[src/inc/ffm_consts.svh]
// Constants of the freefall/motion event detector: offsets, field
// positions, reset values and widths.
// Assumes inclusion by ffm_pkg and by the design files by bare name.
`ifndef FFM_CONSTS_SVH
`define FFM_CONSTS_SVH

// ----------------------------------------------------------------------
// Widths
// ----------------------------------------------------------------------
`define FFM_ADDR_W 8
`define FFM_DATA_W 8
`define FFM_SAMPLE_W 10
`define FFM_THS_W 7
`define FFM_CNT_W 8
`define FFM_IRQ_W 2

// ----------------------------------------------------------------------
// Register offsets
// ----------------------------------------------------------------------
`define FFM_OFS_CFG 8'h15
`define FFM_OFS_SRC 8'h16
`define FFM_OFS_THS 8'h17
`define FFM_OFS_CNT 8'h18
`define FFM_OFS_IRQ_STAT 8'h19
`define FFM_OFS_IRQ_CLR 8'h1A
`define FFM_OFS_IRQ_EN 8'h1B

// ----------------------------------------------------------------------
// Field positions
// ----------------------------------------------------------------------
`define FFM_CFG_LATCH 7
`define FFM_CFG_COMBINE 6
`define FFM_CFG_Z_EN 5
`define FFM_CFG_X_EN 3
`define FFM_SRC_EA 7
`define FFM_THS_DBMODE 7
`define FFM_IRQ_RISE 0
`define FFM_IRQ_FALL 1

// ----------------------------------------------------------------------
// Reset values
// ----------------------------------------------------------------------
`define FFM_RST_CFG 5'h00
`define FFM_RST_THS 7'h00
`define FFM_RST_CNT 8'h00
`define FFM_RST_IRQ 2'h0

`endif

[src/inc/ffm_pkg.sv]
// Types shared by the freefall/motion event detector files.
// Assumes ffm_consts.svh is on the include path.
`include "ffm_consts.svh"

package ffm_pkg;

  // Three axis sample, weight equal to one threshold count
  typedef struct packed {
    logic signed [`FFM_SAMPLE_W-1:0] z;
    logic signed [`FFM_SAMPLE_W-1:0] y;
    logic signed [`FFM_SAMPLE_W-1:0] x;
  } ffm_accel_s;

  // One register bus request
  typedef struct packed {
    logic [`FFM_ADDR_W-1:0] addr;
    logic [`FFM_DATA_W-1:0] wdata;
    logic wr;
    logic rd;
  } ffm_bus_req_s;

  // Combining of the enabled axes
  typedef enum logic {
    FFM_FREEFALL,
    FFM_MOTION
  } ffm_combine_e;

endpackage

[src/design/ffm_axis_cmp.sv]
// Per-axis magnitude comparator of the freefall/motion detector.
// Assumes the sample and the threshold share one count weight.
`timescale 1ns/1ps
`include "ffm_consts.svh"

module ffm_axis_cmp
  import ffm_pkg::*;
#(
  parameter int SAMPLE_W = `FFM_SAMPLE_W
)
(
  input wire logic signed [SAMPLE_W-1:0] i_sample,
  input wire logic [`FFM_THS_W-1:0] i_threshold,
  output logic o_above,
  output logic o_negative
);

  // ----------------------------------------------------------------------
  // Magnitude and compare
  // ----------------------------------------------------------------------
  logic [SAMPLE_W-1:0] magnitude;
  logic [SAMPLE_W-1:0] ths_wide;

  // Most negative code still fits as unsigned magnitude
  assign magnitude = i_sample[SAMPLE_W-1] ? SAMPLE_W'(-i_sample) : SAMPLE_W'(i_sample);
  assign ths_wide = SAMPLE_W'(i_threshold);
  // Strictly above is a high-g hit; at or below counts as low g
  assign o_above = (magnitude > ths_wide); // [RULE_14] [RULE_17]
  assign o_negative = i_sample[SAMPLE_W-1]; // [RULE_16]

endmodule

[src/design/ffm_detector.sv]
// Freefall/motion event detector with register port and interrupt.
// Assumes samples and the sample tick come from logic on i_clk_sys,
// and a bus master that never issues read and write together.
//
// Functional notes
// RULE_01 - Combine-select 0 runs freefall detection, 1 runs motion detection.
// RULE_02 - All three axis enables cleared disables the detector, no event.
// RULE_03 - Latch-enable and combine-select together pick one of four modes.
// RULE_04 - Event-active sets only once the debounce counter completes.
// RULE_05 - Only enabled axes take part in the combined condition.
// RULE_06 - Live, debounce mode 0: event-active clears after the count decays.
// RULE_07 - Live, debounce mode 1: clears at once, re-arms after full delay.
// RULE_08 - Live modes: reading the source register has no side effect.
// RULE_09 - Axis flags follow raw comparison when live or event inactive.
// RULE_10 - Latched: event-active holds until source read; read clears counter.
// RULE_11 - Latched: axis flags freeze on event, resume after source read.
// RULE_12 - Latched motion: source read clears all source bits and counter.
// RULE_13 - Config holds latch, combine, Z/Y/X enables in 7..3; 2..0 zero.
// RULE_14 - Motion hit above threshold; freefall needs all enabled at or below.
// RULE_15 - Debounce mode 0 decrements on miss, mode 1 clears the counter.
// RULE_16 - Polarity flag 0 for positive, 1 for negative acceleration.
// RULE_17 - Seven bit unsigned threshold, one count per threshold weight.
// RULE_18 - Counter moves once per sample tick; event when count reached.
// RULE_19 - Configuration, flags and counter reset to zero.
`timescale 1ns/1ps
`include "ffm_consts.svh"

module ffm_detector
  import ffm_pkg::*;
(
  input wire logic i_clk_sys,
  input wire logic i_rst_n,
  input wire ffm_bus_req_s i_bus,
  output logic [`FFM_DATA_W-1:0] o_rd_data,
  input wire logic i_sample_tick,
  input wire ffm_accel_s i_accel,
  output logic o_event_active,
  output logic o_irq
);

  // ----------------------------------------------------------------------
  // Register state
  // ----------------------------------------------------------------------
  logic [4:0] cfg_bits;
  logic debounce_mode;
  logic [`FFM_THS_W-1:0] threshold;
  logic [`FFM_CNT_W-1:0] delay_count;
  logic event_active;
  logic [`FFM_CNT_W-1:0] db_cnt;
  logic [2:0] hit_flag;
  logic [2:0] pol_flag;
  logic [`FFM_IRQ_W-1:0] irq_status;
  logic [`FFM_IRQ_W-1:0] irq_enable;
  logic [`FFM_DATA_W-1:0] rd_data;

  logic next_event_active;
  logic [`FFM_CNT_W-1:0] next_db_cnt;
  logic [2:0] next_hit_flag;
  logic [2:0] next_pol_flag;
  logic [`FFM_IRQ_W-1:0] next_irq_status;

  // ----------------------------------------------------------------------
  // Configuration fields
  // ----------------------------------------------------------------------
  wire latch_en = cfg_bits[4];
  wire ffm_combine_e combine_select = ffm_combine_e'(cfg_bits[3]); // [RULE_01] [RULE_03]
  wire [2:0] axis_en = cfg_bits[2:0];
  wire detector_off = (axis_en == 3'h0);

  // ----------------------------------------------------------------------
  // Address decode
  // ----------------------------------------------------------------------
  wire wr_cfg = i_bus.wr && (i_bus.addr == `FFM_OFS_CFG);
  wire wr_ths = i_bus.wr && (i_bus.addr == `FFM_OFS_THS);
  wire wr_cnt = i_bus.wr && (i_bus.addr == `FFM_OFS_CNT);
  wire wr_irq_clr = i_bus.wr && (i_bus.addr == `FFM_OFS_IRQ_CLR);
  wire wr_irq_en = i_bus.wr && (i_bus.addr == `FFM_OFS_IRQ_EN);
  wire src_read = i_bus.rd && (i_bus.addr == `FFM_OFS_SRC);
  // Only latched modes give the source read a side effect
  wire latched_read = src_read && latch_en; // [RULE_08]

  // ----------------------------------------------------------------------
  // Per-axis comparison
  // ----------------------------------------------------------------------
  logic signed [`FFM_SAMPLE_W-1:0] axis_sample [3];
  logic [2:0] axis_above;
  logic [2:0] axis_negative;

  // Index 2 is Z, 1 is Y, 0 is X, matching the enable bits
  assign axis_sample[2] = i_accel.z;
  assign axis_sample[1] = i_accel.y;
  assign axis_sample[0] = i_accel.x;

  genvar g_axis;
  generate
    for (g_axis = 0; g_axis < 3; g_axis++)
    begin : g_cmp
      ffm_axis_cmp #(
        .SAMPLE_W(`FFM_SAMPLE_W)
      ) u_cmp (
        .i_sample(axis_sample[g_axis]),
        .i_threshold(threshold),
        .o_above(axis_above[g_axis]),
        .o_negative(axis_negative[g_axis])
      );
    end
  endgenerate

  // ----------------------------------------------------------------------
  // Combined condition
  // ----------------------------------------------------------------------
  wire [2:0] en_above = axis_above & axis_en; // [RULE_05]
  wire motion_cond = |en_above; // [RULE_14]
  // An axis that is off cannot veto freefall
  wire freefall_cond = !detector_off && (en_above == 3'h0); // [RULE_14]
  wire cond = (combine_select == FFM_MOTION) ? motion_cond : freefall_cond; // [RULE_01]

  // ----------------------------------------------------------------------
  // Debounce arithmetic
  // ----------------------------------------------------------------------
  // Counter saturates at the programmed count, so no wrap can occur
  wire cnt_at_limit = (db_cnt >= delay_count);
  wire [`FFM_CNT_W-1:0] cnt_step = cnt_at_limit ? db_cnt : db_cnt + `FFM_CNT_W'(1);
  wire [`FFM_CNT_W-1:0] cnt_dec = (db_cnt == '0) ? db_cnt : db_cnt - `FFM_CNT_W'(1);
  wire cnt_reached = (cnt_step >= delay_count); // [RULE_18]
  // A latched event stops the counter and the flags until read
  wire frozen = latch_en && event_active; // [RULE_11]
  wire advance = i_sample_tick && !frozen; // [RULE_18]

  // ----------------------------------------------------------------------
  // Event-active and counter next state
  // ----------------------------------------------------------------------
  always_comb
  begin
    next_db_cnt = db_cnt;
    next_event_active = event_active;
    if (latched_read)
    begin
      // Read wins over a same-cycle tick: a new event needs the full delay
      next_db_cnt = '0; // [RULE_10] [RULE_12]
      next_event_active = 1'b0; // [RULE_10]
    end
    else if (detector_off)
    begin
      next_db_cnt = '0; // [RULE_02]
      next_event_active = 1'b0; // [RULE_02]
    end
    else if (advance)
    begin
      if (cond)
      begin
        next_db_cnt = cnt_step; // [RULE_18]
        if (cnt_reached)
        begin
          next_event_active = 1'b1; // [RULE_04]
        end
      end
      else if (debounce_mode)
      begin
        next_db_cnt = '0; // [RULE_15] [RULE_07]
        if (!latch_en)
        begin
          next_event_active = 1'b0; // [RULE_07]
        end
      end
      else
      begin
        next_db_cnt = cnt_dec; // [RULE_15]
        if (!latch_en && (cnt_dec == '0))
        begin
          next_event_active = 1'b0; // [RULE_06]
        end
      end
    end
  end

  // ----------------------------------------------------------------------
  // Axis flags next state
  // ----------------------------------------------------------------------
  always_comb
  begin
    next_hit_flag = hit_flag;
    next_pol_flag = pol_flag;
    if (latched_read)
    begin
      next_hit_flag = 3'h0; // [RULE_12] [RULE_11]
      next_pol_flag = 3'h0; // [RULE_12]
    end
    else if (advance)
    begin
      // Undebounced, masked so a disabled axis reads zero
      next_hit_flag = axis_above & axis_en; // [RULE_09]
      next_pol_flag = axis_negative & axis_en; // [RULE_09] [RULE_16]
    end
  end

  // ----------------------------------------------------------------------
  // Interrupt status
  // ----------------------------------------------------------------------
  wire ev_rise = next_event_active && !event_active;
  wire ev_fall = !next_event_active && event_active;
  wire [`FFM_IRQ_W-1:0] irq_events = {ev_fall, ev_rise};
  wire [`FFM_IRQ_W-1:0] irq_clr_mask = wr_irq_clr ? i_bus.wdata[`FFM_IRQ_W-1:0] : '0;
  // New events win over a clear in the same cycle
  assign next_irq_status = (irq_status & ~irq_clr_mask) | irq_events;

  // ----------------------------------------------------------------------
  // Read mux
  // ----------------------------------------------------------------------
  wire [`FFM_DATA_W-1:0] cfg_value = {cfg_bits, 3'h0}; // [RULE_13]
  wire [`FFM_DATA_W-1:0] src_value = {event_active, 1'b0, hit_flag[2], pol_flag[2],
                                      hit_flag[1], pol_flag[1], hit_flag[0], pol_flag[0]};
  wire [`FFM_DATA_W-1:0] ths_value = {debounce_mode, threshold};
  wire [`FFM_DATA_W-1:0] stat_value = `FFM_DATA_W'(irq_status);
  wire [`FFM_DATA_W-1:0] en_value = `FFM_DATA_W'(irq_enable);
  // Unmapped offsets and the write-only clear read as zero
  wire [`FFM_DATA_W-1:0] rd_mux =
    (i_bus.addr == `FFM_OFS_CFG) ? cfg_value :
    (i_bus.addr == `FFM_OFS_SRC) ? src_value :
    (i_bus.addr == `FFM_OFS_THS) ? ths_value :
    (i_bus.addr == `FFM_OFS_CNT) ? delay_count :
    (i_bus.addr == `FFM_OFS_IRQ_STAT) ? stat_value :
    (i_bus.addr == `FFM_OFS_IRQ_EN) ? en_value : '0;

  // ----------------------------------------------------------------------
  // Software registers
  // ----------------------------------------------------------------------
  always_ff @(posedge i_clk_sys or negedge i_rst_n)
  begin
    if (!i_rst_n)
    begin
      cfg_bits <= `FFM_RST_CFG; // [RULE_19]
      debounce_mode <= 1'b0;
      threshold <= `FFM_RST_THS;
      delay_count <= `FFM_RST_CNT;
      irq_enable <= `FFM_RST_IRQ;
    end
    else
    begin
      if (wr_cfg)
        cfg_bits <= i_bus.wdata[`FFM_CFG_LATCH:`FFM_CFG_X_EN]; // [RULE_13]
      if (wr_ths)
        {debounce_mode, threshold} <= i_bus.wdata; // [RULE_17]
      if (wr_cnt)
        delay_count <= i_bus.wdata;
      if (wr_irq_en)
        irq_enable <= i_bus.wdata[`FFM_IRQ_W-1:0];
    end
  end

  // ----------------------------------------------------------------------
  // Detector state
  // ----------------------------------------------------------------------
  always_ff @(posedge i_clk_sys or negedge i_rst_n)
  begin
    if (!i_rst_n)
    begin
      event_active <= 1'b0; // [RULE_19]
      db_cnt <= '0;
      hit_flag <= 3'h0;
      pol_flag <= 3'h0;
      irq_status <= `FFM_RST_IRQ;
    end
    else
    begin
      event_active <= next_event_active;
      db_cnt <= next_db_cnt;
      hit_flag <= next_hit_flag;
      pol_flag <= next_pol_flag;
      irq_status <= next_irq_status;
    end
  end

  // ----------------------------------------------------------------------
  // Read data, valid only in the cycle after the read strobe
  // ----------------------------------------------------------------------
  always_ff @(posedge i_clk_sys or negedge i_rst_n)
  begin
    if (!i_rst_n)
      rd_data <= '0;
    else
      rd_data <= i_bus.rd ? rd_mux : '0;
  end

  assign o_rd_data = rd_data;
  assign o_event_active = event_active;
  assign o_irq = |(irq_status & irq_enable);
endmodule

[config.mk]
export PLATFORM = sky130hd
export DESIGN_NAME = ffm_detector
export DESIGN_NICKNAME = d
export VERILOG_FILES = /design/src/inc/ffm_pkg.sv /design/src/design/ffm_axis_cmp.sv /design/src/design/ffm_detector.sv
export VERILOG_INCLUDE_DIRS = /design/src /design/src/inc
export SDC_FILE = /design/constraint.sdc
export NUM_CORES = 1
export LEC_CHECK = 0
export BUFFER_PORTS_ARGS = -buffer_cell sky130_fd_sc_hd__buf_2
export CAP_MARGIN = 20
export CELL_PAD_IN_SITES_DETAIL_PLACEMENT = 0
export CELL_PAD_IN_SITES_GLOBAL_PLACEMENT = 1
export CORE_MARGIN = 5
export CORE_UTILIZATION = 35
export CTS_CLUSTER_SIZE = 24
export DETAILED_ROUTE_END_ITERATION = 8
export PLACE_DENSITY = 0.67
export SLEW_MARGIN = 20
export SYNTH_ARGS = -nofsm -noshare
export SYNTH_HDL_FRONTEND = slang
export SYNTH_SLANG_ARGS = --single-unit
[constraint.sdc]
create_clock -name i_clk_sys -period 4.5 [get_ports i_clk_sys]
set_clock_uncertainty 0.2 [all_clocks]
set_input_delay 0.9 -clock i_clk_sys [delete_from_list [all_inputs] [get_ports i_clk_sys]]
set_output_delay 0.9 -clock i_clk_sys [all_outputs]
set_load 0.02 [all_outputs]
Word-level counts from Yosys, hierarchy flattened
Index checks and enable logic that the tools add are counted.
{ "totals": {"regBits": 48, "word_cells": 91} }
{ "classes": {"add_sub_neg": 5, "n_reduce_logical": 26, "magnitude_cmp": 5, "bitwise_logic": 6, "eq_ne": 7, "mux": 31} }
{ "op_table": {"columns": ["operator", "count"], "rows": [
  ["8-bit two-way mux", 12],
  ["8-bit by 5-bit equality test with 1-bit output (second input constant)", 7],
  ["10-bit by 7-bit > comparator with 1-bit output", 3],
  ["10-bit two-way mux", 3],
  ["10-bit negator", 3],
  ["8-bit >= comparator", 2],
  ["8-bit zero test", 2],
  ["1-bit logical AND", 13],
  ["3-bit two-way mux", 4],
  ["1-bit two-way mux", 9],
  ["8-bit by 1-bit adder with 8-bit output (second input constant)", 1],
  ["8-bit by 1-bit subtractor with 8-bit output (second input constant)", 1],
  ["3-bit bitwise AND", 2],
  ["3-bit zero test", 2],
  ["2-bit two-way mux", 3],
  ["1-bit zero test", 5],
  ["2-bit bitwise AND", 2],
  ["3-bit nonzero test", 1],
  ["3-bit OR reduction", 1],
  ["2-bit inverter", 1],
  ["2-bit OR", 1],
  ["2-bit nonzero test", 1],
  ["2-bit OR reduction", 1]
]} }

Longest topological paths before layout
Gate-level depths: netlist of run 1.
{ "logic_depth": {"word_depth": 14, "ltp_mapped": 19, "mapped_depth_nobuf": 18} }

Cells and area by module
A second synthesis of run 1 with hierarchy kept.
{ "unflattened": {"cells_unflattened": 464, "hier_area_um2": 4169.0} }
{ "by_module_without_submodules": {"columns": ["module", "instances", "cells_per_inst", "area_each_um2"], "rows": [
  ["ffm_detector", 1, 308, 3095.5],
  ["ffm_axis_cmp", 3, 52, 357.8]
]} }

Worst setup path after synthesis of run 1
OpenSTA, ideal clock, no wires.
{ "synth_path": {"path_type": "flip-flop to flip-flop", "start": "reg db_cnt[0]", "end": "reg irq_status[0]", "t_required_ps": 4178, "setup_slack_ps": 458, "arrival_ps": 3721, "path_stages_with_launch": 20, "setup_time_ps": 122, "cell_sequence": "dfrtp_1 > clkbuf_1 > inv_1 > ha_1 > nand2b_1 > a21o_1 > a21o_1 > a221oi_2 > nor2_1 > or3_1 > xor2_1 > inv_1 > ha_1 > o21ai_0 > nand2_1 > a31oi_1 > nand2_1 > mux2i_1 > nand2_1 > a32o_1"} }
{ "synth_via": {"elab_chain_cells": 12, "elab_cells_between_ends": 18, "classes_between": "add/sub (2); order compare (2); mux (9); bitwise (1); reduce/logical (4)"} }
{ "synth_lines": {"columns": ["element", "line", "text"], "rows": [
  ["from (decl)", "ffm_detector.sv:49", "logic [`FFM_CNT_W-1:0] db_cnt;"],
  ["from (signal assigned)", "ffm_detector.sv:267", "db_cnt <= next_db_cnt;"],
  ["parallel branches: the longest is 6 deep, another holds 8-bit by 1-bit adder with 8-bit output", null, null],
  ["1-bit two-way mux (*)", "ffm_detector.sv:150", "if (cond)"],
  ["1-bit two-way mux (*)", "ffm_detector.sv:148", "else if (advance)"],
  ["1-bit two-way mux (*)", "ffm_detector.sv:143", "else if (detector_off)"],
  ["1-bit two-way mux (*)", "ffm_detector.sv:137", "if (latched_read)"],
  ["1-bit logical AND (*)", "ffm_detector.sv:200", "wire ev_rise = next_event_active && !event_active;"],
  ["2-bit OR (*)", "ffm_detector.sv:205", "assign next_irq_status = (irq_status & ~irq_clr_mask) | irq_events;"],
  ["net next_irq_status[0]", "ffm_detector.sv:60", "logic [`FFM_IRQ_W-1:0] next_irq_status;"],
  ["to (signal assigned)", "ffm_detector.sv:262", "irq_status <= `FFM_RST_IRQ;"],
  ["to (signal assigned)", "ffm_detector.sv:270", "irq_status <= next_irq_status;"],
  ["to (decl)", "ffm_detector.sv:52", "logic [`FFM_IRQ_W-1:0] irq_status;"]
]} }
Mark *: on every way through the listed nets, which the timed path passes.
A chain may end at the register's enable or synchronous reset.

Final worst setup path of run 1
{ "layout_path": {"start": "in i_accel[10] (netlist name)", "end": "reg db_cnt[0]"} }
{ "layout_via": {"elab_chain_cells": 11, "elab_cells_between_ends": 12, "classes_between": "add/sub (1); order compare (1); mux (6); bitwise (1); reduce/logical (3)"} }
{ "layout_lines": {"columns": ["element", "line", "text"], "rows": [
  ["from (decl)", "ffm_detector.sv:36", "input wire ffm_accel_s i_accel,"],
  ["10-bit negator", "ffm_axis_cmp.sv:25", "assign magnitude = i_sample[SAMPLE_W-1] ? SAMPLE_W'(-i_sample) : SAMPLE_W'(i_sample);"],
  ["10-bit two-way mux (*)", "ffm_axis_cmp.sv:25", null],
  ["10-bit by 7-bit > comparator with 1-bit output (*)", "ffm_axis_cmp.sv:28", "assign o_above = (magnitude > ths_wide);"],
  ["3-bit bitwise AND (*)", "ffm_detector.sv:112", "wire [2:0] en_above = axis_above & axis_en;"],
  ["3-bit zero test", "ffm_detector.sv:115", "wire freefall_cond = !detector_off && (en_above == 3'h0);"],
  ["1-bit logical AND", "ffm_detector.sv:115", null],
  ["1-bit two-way mux (*)", "ffm_detector.sv:116", "wire cond = (combine_select == FFM_MOTION) ? motion_cond : freefall_cond;"],
  ["8-bit two-way mux (*)", "ffm_detector.sv:150", null],
  ["8-bit two-way mux (*)", "ffm_detector.sv:148", null],
  ["8-bit two-way mux (*)", "ffm_detector.sv:143", null],
  ["8-bit two-way mux (*)", "ffm_detector.sv:137", null]
]} }
Mark *: on every way between the ends. The rest lies on a longest branch, timed or not. The select of a mux whose other input is x is not followed.

==> results of run 1 <==
-- metal layers --
metal  vias up  track usage  share of wire
li1       1908            -              -
met1      1881        0.244           0.48
met2       109        0.272           0.45
met3         9       0.0256          0.059
met4         0       0.0305         0.0088
met5         -            0              0
-- per-stage QoR --
step | instances | hold WS [ns] | utilization | total power [mW] | area, µm²
2_1_floorplan | 478 | 0.250 | - | 1.07 | 4310
3_3_place_gp | 703 | 0.287 | 0.402 | 1.33 | 4850
3_5_place_dp | 703 | 0.290 | 0.402 | 1.34 | 4850
4_1_cts | 711 | 0.305 | 0.415 | 1.73 | 5000
5_1_grt | 711 | 0.349 | 0.415 | 1.85 | 5010
6_report | 711 | 0.303 | 0.415 | 1.73 | 5010
-- layout by cell type (no fill, tap or decap), types with 8 or more instances in the layout --
cell type,instances
mux2_2,30
buf_4,17
mux2i_1,12
nand2_1,38
nand2b_1,11
a22o_1,8
o21ai_0,25
a22oi_1,10
buf_2,59
nor2_1,25
dfrtp_1,48
xnor2_1,23
nor2b_1,10
nand3_1,14
nor3_1,13
a21oi_1,12
inv_1,30
ha_1,43
-- layout make-up --
cell class	count	area, µm²
clock buffers	6	139
clock inverters	2	13.8
fillers	1222	7060
inverters	30	113
multi-input cells	381	2910
flip-flops and latches	48	1200
well taps	168	210
repair buffers	76	423
-- kinds of logic after synthesis --
kind of cell             synth area share
AO/OA/AOI/OAI                       0.191
XOR/XNOR                           0.0529
adder cells (fa/ha/maj)             0.125
buffers and inverters              0.0462
flip-flops                          0.279
multiplexers                        0.112
AND/OR/NAND/NOR                     0.195
-- synthesized netlist by cell type (all sizes together) (6+ instances only) --
cell	instances
a21oi	12
a22o	8
a22oi	10
a31oi	6
clkbuf	14
dfrtp	48
ha	43
inv	30
mux2	30
mux2i	13
nand2	38
nand2b	11
nand3	14
nor2	25
nor2b	10
nor3	13
nor4	6
o21ai	26
o31ai	6
or3	8
xnor2	23
-- where the power goes --
group	internal, mW	total [mW]	leakage, nW	switching [mW]
combinational	0.354	0.828	1.52	0.474
clock	0.222	0.385	0.0772	0.163
sequential	0.467	0.516	0.657	0.0487
-- how the worst min path moves through the flow --
stage / from / to / slack, ns / depth (start not counted)
after floorplan: hit_flag[1] / hit_flag[1] / 0.25 / 2
after global placement: pol_flag[2] / pol_flag[2] / 0.29 / 1
after detailed placement: hit_flag[1] / hit_flag[1] / 0.29 / 2
after CTS: hit_flag[1] / hit_flag[1] / 0.31 / 2
after global routing: hit_flag[2] / hit_flag[2] / 0.35 / 1
final: hit_flag[1] / hit_flag[1] / 0.30 / 2
-- sequential cells by signal, indices dropped and copies added, names as in the netlist --
| name | cells |
|---|---|
| threshold | 7 |
| cfg_bits | 5 |
| debounce_mode | 1 |
| hit_flag | 3 |
| o_event_active | 1 |
| db_cnt | 8 |
| delay_count | 8 |
| o_rd_data | 8 |
| irq_status | 2 |
| pol_flag | 3 |
| irq_enable | 2 |
-- critical path, delay by kind of cell --
| family | cells | cell delay (ns) |
|---|---|---|
| AOI/OAI and AO/OA | 6 | 1.22 |
| buffers and inverters | 3 | 0.39 |
| and+or+nand+nor | 2 | 0.48 |
| adders and majority gates | 2 | 0.46 |
| muxes | 1 | 0.24 |
| xor gates and xnor gates | 2 | 0.39 |
==> impl_metrics.tcl, run 1 <==
set metrics [dict create \
    regToRegSetupSlack_ns 0.53 \
    post_cts_buffers 0 \
    ys_seq_elements 48 \
    cp_slowest_stage_delay_ns 0.41 \
    numCtsBuffers 5 \
    path_cells "buf_2 > inv_1 > ha_1 > or3b_1 > o31ai_1 > xnor2_1 > ha_1 > nand3_1 > o221ai_1 > a31oi_1 > a311oi_2 > o211ai_4 > buf_4 > xnor2_1 > mux2i_1 > a32oi_1" \
    cp.arrival_ns 4.07 \
    cts_root_buf "clkbuf_16" \
    grt_pass1_vias 3869 \
    crit_start "i_accel[10]" \
    power.density_nw_per_um2 345 \
    viasPerCell 5.50 \
    num_antenna_cells 0 \
    yosys_warnings 0 \
    dp_slack_ns 0.120 \
    drt_first_pass_iters 4 \
    post-synth-top-area-fraction 0.279 \
    final_antenna_net_count 0 \
    clk_latency_ns 0.29 \
    syn-num-nets 572 \
    cts.clk_slew.worst_paths_ns 0.07 \
    fmax_mhz 243 \
    die-area_um2 14600 \
    port_buffers 60 \
    setup_tns_ns 0 \
    rsz0062_at_grt "false" \
    min_period_ns 4.11 \
    setup_ws_ns 0.389 \
    antenna_found_initial 0 \
    post_cts_resized 0 \
    finalCritPeriodShare 0.914 \
    dr_total_vias 3907 \
    crit_end "db_cnt[0]" \
    drv_slew 0 \
    grt_pass1_wl_mm 20.2 \
    hp-class "reg2reg" \
    core_area_um2 12100 \
    yosysSeqAreaShare 0.279 \
    rr_endpoint "o_event_active" \
    hold_viol 0 \
    htree_num_levels 2 \
    run_status "completed" \
    cts_tree "done" \
    die_h_um 121 \
    drt_iter0_markers 248 \
    syn_area_per_cell_um2 9.01 \
    critPathKind "in2reg" \
    path_max_fanout 5 \
    rows 40 \
    initial_core_util 0.357 \
    routed_wl_mm 12.2 \
    cts.path.max_buffers 2 \
    required_ns 4.46 \
    syn2layout_area_growth_pct 16.2 \
    synth_area_leaders "dfrtp_1 (28%), ha_1 (12%), mux2_2 (7.8%), xnor2_1 (4.7%), nand2_1 (3.3%)" \
    syn_area_um2 4310 \
    dieWidth_um 121 \
    synthCells 478 \
    route.detailed.drc 0 \
    yosys.area.top_type "dfrtp_1" \
    grt_max_degree 49 \
    setup_viol 0 \
    endpoint_kind "flop" \
    io_pins 61 \
    cts.sinks 48 \
    avgRoutedWirePerCell_um 17.2 \
    max-slew-margin-rel 0.571 \
    max-cap-violations 0 \
    postSynth.asyncResetShare 1.00 \
    r2r_start "delay_count[0]" \
    drive_gt1_frac 0.228 \
    ir_drop_v 0.000151 \
    postCtsHoldBufs 0 \
    crit_path_start_kind "input pin" \
    tightest_slew_ns 0.640 \
    grt_use_total 0.170 \
    final_nets 636 \
    synth_cell_types 66 \
    synth_ff_type "dfrtp_1" \
    r2r_cells 17 \
    synth_edf_count 0 \
    grt_overflow_total 0 \
    place_hpwl_mm 9.79 \
    gp_congestion 0.852 \
    crit_slowest_cell "a311oi_2" \
    p_leak_nw 2.26 \
]
Power figures use the tool's default switching activity.
==> run 2, diff against run 1 <==
Settings changed: ABC_AREA set to 1, CORE_ASPECT_RATIO set to 1.2, PLACE_DENSITY 0.67 to 0.71.
==> run 2 against run 1 <==
Wire length down 5.0%. Total power down 20%. Non-clock buffer count down 16. Global-route usage up 0.52 points. Cell count up 14%. Largest power group is now registers. Clock power up 11%. Utilization down 0.50 points.
==> impl_metrics.tcl, run 2 <==
set metrics [dict create \
    run_status "completed" \
    dr_total_vias 3943 \
    layout_common_cells "nand2_1 (140), inv_1 (108), o21ai_0 (63)" \
    yosys_warnings 0 \
    clk_latency_ns 0.28 \
    die_h_um 129 \
    yosysMostFrequentCell "nand2_1" \
    antenna_found_initial 0 \
    synth_cell_types 38 \
    power.density_nw_per_um2 290 \
    cts.sinks 48 \
    synth-compound-area-share 0.161 \
    drv_slew 0 \
    grt_overflow_total 0 \
    post-synth-top-area-fraction 0.291 \
    place_hpwl_mm 9.48 \
    cp.arrival_ns 3.45 \
    drt_first_pass_iters 4 \
    viasPerCell 4.87 \
    muxShareOfSynthArea 0 \
    crit_slowest_cell "ha_1" \
    io_pins 61 \
    cts.path.max_buffers 2 \
    avgRoutedWirePerCell_um 14.3 \
    cts_tree "done" \
    layout_commonest_cell "nand2_1" \
    drive_gt1_frac 0.121 \
    gp_congestion 0.855 \
    max-cap-violations 0 \
    post_cts_resized 0 \
    postSynth.asyncResetShare 1.00 \
    grt_max_degree 49 \
    grt_pass1_wl_mm 19.5 \
    crit_path_start_kind "input pin" \
    hp-class "reg2reg" \
    die-area_um2 14100 \
    rows 43 \
    synth_top_family_by_area "simple AND/OR/NAND/NOR gates" \
    num_antenna_cells 0 \
    fmax_mhz 287 \
    syn2layout_area_growth_pct 15.1 \
    seqCellArea_um2 1200 \
    post_cts_buffers 0 \
    ir_drop_v 0.000165 \
    synth_area_leaders "dfrtp_1 (29%), ha_1 (13%), nand2_1 (13%), inv_1 (9.8%), o21ai_0 (7.7%)" \
    synth_xor_area_frac 0.0489 \
    max-slew-margin-rel 0.485 \
    tightest_slew_ns 0.766 \
    r2r_start "delay_count[7]" \
    cts_root_buf "clkbuf_16" \
    initial_core_util 0.356 \
    endpoint_kind "flop" \
    path_common_cell "nand2_1" \
    syn-num-nets 686 \
    finalCritPeriodShare 0.774 \
    crit_start "i_accel[22]" \
    critPathKind "in2reg" \
    setup_viol 0 \
    cts.clk_slew.worst_paths_ns 0.07 \
    multi_input_area_um2 2460 \
    required_ns 4.46 \
    ys_top_cells_by_count "nand2_1 (140), inv_1 (108), o21ai_0 (63)" \
    synthSimpleGateAreaFrac 0.257 \
    ys_seq_elements 48 \
    p_leak_nw 2.47 \
    synthCells 592 \
    setup_tns_ns 0 \
    final_util 0.410 \
    finalNonFillerCells 810 \
    syn_area_um2 4120 \
    final_antenna_net_count 0 \
    path_max_fanout 16 \
    yosys.area.top_type "dfrtp_1" \
    core_area_um2 11600 \
    cp_slowest_stage_delay_ns 0.31 \
    postCtsHoldBufs 0 \
    post-place-cells 802 \
    port_buffers 60 \
    hold_start "threshold[2]" \
    fillers 1254 \
    hold_viol 0 \
    rsz0062_at_grt "false" \
    dieWidth_um 109 \
    power.total_mw 1.38 \
    synth_edf_count 0 \
    synth_ff_type "dfrtp_1" \
    numCtsBuffers 5 \
    route.detailed.drc 0 \
    path_cells "buf_2 > inv_1 > nand3_1 > o31ai_1 > xor2_1 > ha_1 > nand2_1 > nor2_1 > nand2_1 > nand3_1 > nand2_1 > nand2_1 > nand2_1 > nand3_1 > nand2_1 > nand3_1 > nand2_1 > nand2_2 > o21ai_0 > o211ai_1 > o21ai_0" \
    synthAdderAreaFrac 0.131 \
    yosysSeqAreaShare 0.291 \
    syn_area_per_cell_um2 6.96 \
    routed_wl_mm 11.6 \
    grt_pass1_vias 3961 \
    grt_use_total 0.175 \
    drt_iter0_markers 188 \
    final_nets 746 \
    htree_num_levels 2 \
    min_period_ns 3.48 \
]
## run 2: cell count changes in the layout (fill, tap and decap cells not counted), moves of 11 or more
cell      previous run  this run
mux2_2              30         0
o21ai_0             25        63
nand3_1             14        38
xnor2_1             23         0
inv_1               30       108
xor2_1               3        23
nand2b_1            11         0
nand2_1             38       140
buf_4               17         1
nor2_1              25        42
mux2i_1             12         0
## run 2: worst paths after layout
kind                                      end  slack [ns]  depth (start not counted)
worst max-delay path                db_cnt[2]        1.02                         21
worst min-delay path             threshold[2]        0.29                          2
worst max register to register  irq_status[1]        1.02                         19
worst min register to register   threshold[2]        0.29                          2
max in group asynchronous         hit_flag[0]        3.25                          1
min in group asynchronous        o_rd_data[5]        0.44                          1
## run 2: power by group
group	internal, mW	switching, mW
clock	0.261	0.165
combinational	0.172	0.297
sequential	0.456	0.0252
total	0.889	0.487
## run 2: metrics by stage
step	cell area (µm²)	hold slack, ns	setup slack (ns)
5_1_grt	4740	0.336	0.691
4_1_cts	4740	0.296	0.999
2_1_floorplan	4120	0.252	1.29
3_5_place_dp	4580	0.278	0.742
3_3_place_gp	4570	0.270	0.780
6_report	4740	0.293	1.02
## run 2: area by class of cell
class                      instances  share of cell area
clock inverter                     3             0.00897
tap                              157              0.0414
sequential                        48               0.253
clock buffer                       5              0.0264
timing repair buffer              60              0.0638
inverter                         110              0.0870
multi-input combinational        427               0.519
## run 2: worst max-delay path: cells and delay by family
family / cells / cell delay (ns)
and+or+nand+nor: 13 / 1.28
adders and majority gates: 1 / 0.31
xor gates and xnor gates: 1 / 0.11
AOI/OAI and AO/OA: 4 / 0.64
buffers and inverters: 2 / 0.20
## run 2: logic make-up (layout without fill, tap and decap cells)
family                   Yosys count  after routing
AO/OA/AOI/OAI                    114            114
XOR/XNOR                          23             23
adder cells (fa/ha/maj)           43             43
buffers and inverters            117            178
flip-flops                        48             48
AND/OR/NAND/NOR                  247            247
## run 2: per-layer routing
layer	share of wire	wire length (µm)	global-route usage
met5	0	0	0
met4	0.015	172	0.0431
met3	0.025	296	0.0206
met2	0.50	5790	0.304
met1	0.46	5360	0.230
==> run 3, diff against run 2 <==
Clock period 4.5 ns to 3.5 ns, I/O delays scaled along.
==> run 3 against run 2 <==
Combinational power increased by 35%. Via count rose by 2.0%. Register-to-register slack worse by 0.75 ns. Wire length is 1.0% higher.
==> impl_metrics.tcl, run 3 (synthesis results as in run 2) <==
set metrics [dict create \
    critPathKind "reg2reg" \
    rsz0062_at_grt "true" \
    min_period_ns 3.23 \
    endpoint_kind "flop" \
    final_antenna_net_count 0 \
    intPower_mw 1.16 \
    p_leak_nw 2.53 \
    hp-class "in2async" \
    cts_tree "done" \
    ir_drop_v 0.000215 \
    grt_pass1_wl_mm 19.5 \
    clk_latency_ns 0.28 \
    die_h_um 129 \
    dp_slack_ns -0.0377 \
    hold_ws_ns 0.166 \
    max-cap-violations 0 \
    grt_pass1_vias 4056 \
    path_max_fanout 6 \
    layout_common_cells "nand2_1 (140), inv_1 (108), o21ai_0 (61)" \
    gp_congestion 0.864 \
    path_common_cell "nand2_1" \
    cp.arrival_ns 3.21 \
    crit_path_start_kind "flop" \
    num_antenna_cells 0 \
    viasPerCell 4.90 \
    htree_num_levels 2 \
    grt_overflow_total 0 \
    seq_power_share 0.343 \
    finalNonFillerCells 821 \
    post-route-cell-area_um2 4850 \
    finalCritPeriodShare 0.923 \
    core_area_um2 11600 \
    cts.path.max_buffers 2 \
    power.density_nw_per_um2 370 \
    max-slew-margin-rel 0.511 \
    grt_use_total 0.175 \
    initial_core_util 0.356 \
    dr_total_vias 4020 \
    route.detailed.drc 0 \
    post-place-cells 813 \
    io_pins 61 \
    final_util 0.419 \
    setup_viol 0 \
    drive_gt1_frac 0.139 \
    placed_area_um2 4670 \
    power_switching_uw 632 \
    drt_iter0_markers 173 \
    crit_slowest_cell "dfrtp_1" \
    numCtsBuffers 5 \
    place_hpwl_mm 9.84 \
    drv_slew 0 \
    die-area_um2 14100 \
    cts.sinks 48 \
    cts.clk_slew.worst_paths_ns 0.07 \
    crit_buf_inv 3 \
    layout_commonest_cell "nand2_1" \
    postCtsHoldBufs 0 \
    p_comb_frac 0.353 \
    switching_share 0.352 \
    run_status "completed" \
    rows 43 \
    crit_family "simple AND/OR/NAND/NOR gates" \
    routed_wl_mm 11.7 \
    drt_first_pass_iters 5 \
    required_ns 3.48 \
    grt_max_degree 33 \
    fillers 1231 \
    hold_viol 0 \
    final_nets 757 \
    p_clk_frac 0.304 \
    setup_ws_ns 0.268 \
    dieWidth_um 109 \
    cp_slowest_stage_delay_ns 0.40 \
    path_cells "inv_1 > ha_1 > nand2_1 > nor2_1 > nand4_1 > nand3_2 > inv_1 > o21ai_1 > inv_1 > ha_1 > nand2_1 > nor2_1 > nand4_1 > nand4_1 > nand3_1 > nand3_2 > nand2_2 > nand2_1 > nand2_1" \
    port_buffers 60 \
    fmax_mhz 309 \
    antenna_found_initial 0 \
    cts_root_buf "clkbuf_16" \
    avgRoutedWirePerCell_um 14.3 \
    worst-path-stages 19 \
    r2r_cells 19 \
    tightest_slew_ns 0.734 \
    syn2layout_area_growth_pct 17.7 \
]
[run 3: changes by cell type in the layout (fill, tap and decap cells not counted)]
cell and change:
nand3_1 -1, nand3_2 +1, buf_12 +1, buf_4 +9
o21ai_0 -2, nand2_4 +1, nor3_1 -1, buf_2 +1
o21ai_1 +2, nand2_2 -1, nor3_2 +1
[run 3: final timing paths]
kind,start,end,slack (ns)
max,delay_count[7],irq_status[1],0.27
min,i_rst_n,o_rd_data[3],0.17
max reg2reg,delay_count[7],irq_status[1],0.27
min reg2reg,delay_count[1],delay_count[1],0.29
max in group asynchronous,i_rst_n,delay_count[0],2.40
min in group i_clk_sys,delay_count[1],delay_count[1],0.29
[run 3: through the flow]
| stage | setup TNS, ns | total power, mW |
|---|---|---|
| 2_1_floorplan | 0 | 1.06 |
| 3_3_place_gp | 0 | 1.24 |
| 3_5_place_dp | -0.134 | 1.26 |
| 4_1_cts | 0 | 1.81 |
| 5_1_grt | -0.00120 | 1.93 |
| 6_report | 0 | 1.80 |
[run 3: per-layer routing]
metal | vias to the layer above | global-route usage | share of wire
met3 | 19 | 0.0186 | 0.029
met1 | 1853 | 0.222 | 0.45
met2 | 69 | 0.312 | 0.50
met5 | - | 0 | 0
met4 | 0 | 0.0461 | 0.024
li1 | 2079 | - | -
[run 3: what timing repair did]
item                       in CTS  in global routing
resized for setup               0                  5
buffers inserted                0                  0
setup endpoints to repair       0                  6
[run 3: area by class of cell]
cell class,instances,area (µm²),area share
multi-input cells,427,2480,0.511
flip-flops and latches,48,1200,0.248
inverters,110,413,0.0851
repair buffers,71,395,0.0815
well taps,157,196,0.0405
clock buffers,5,125,0.0258
clock inverters,3,42.5,0.00877
[run 3: power by group through the flow]
stage               sequential (mW)  combinational (mW)  clock, mW
floorplan                     0.618               0.444          0
global placement              0.626               0.617          0
detailed placement            0.626               0.631          0
CTS                           0.616               0.633      0.561
global route                  0.622               0.732      0.580
finish                        0.616               0.633      0.545
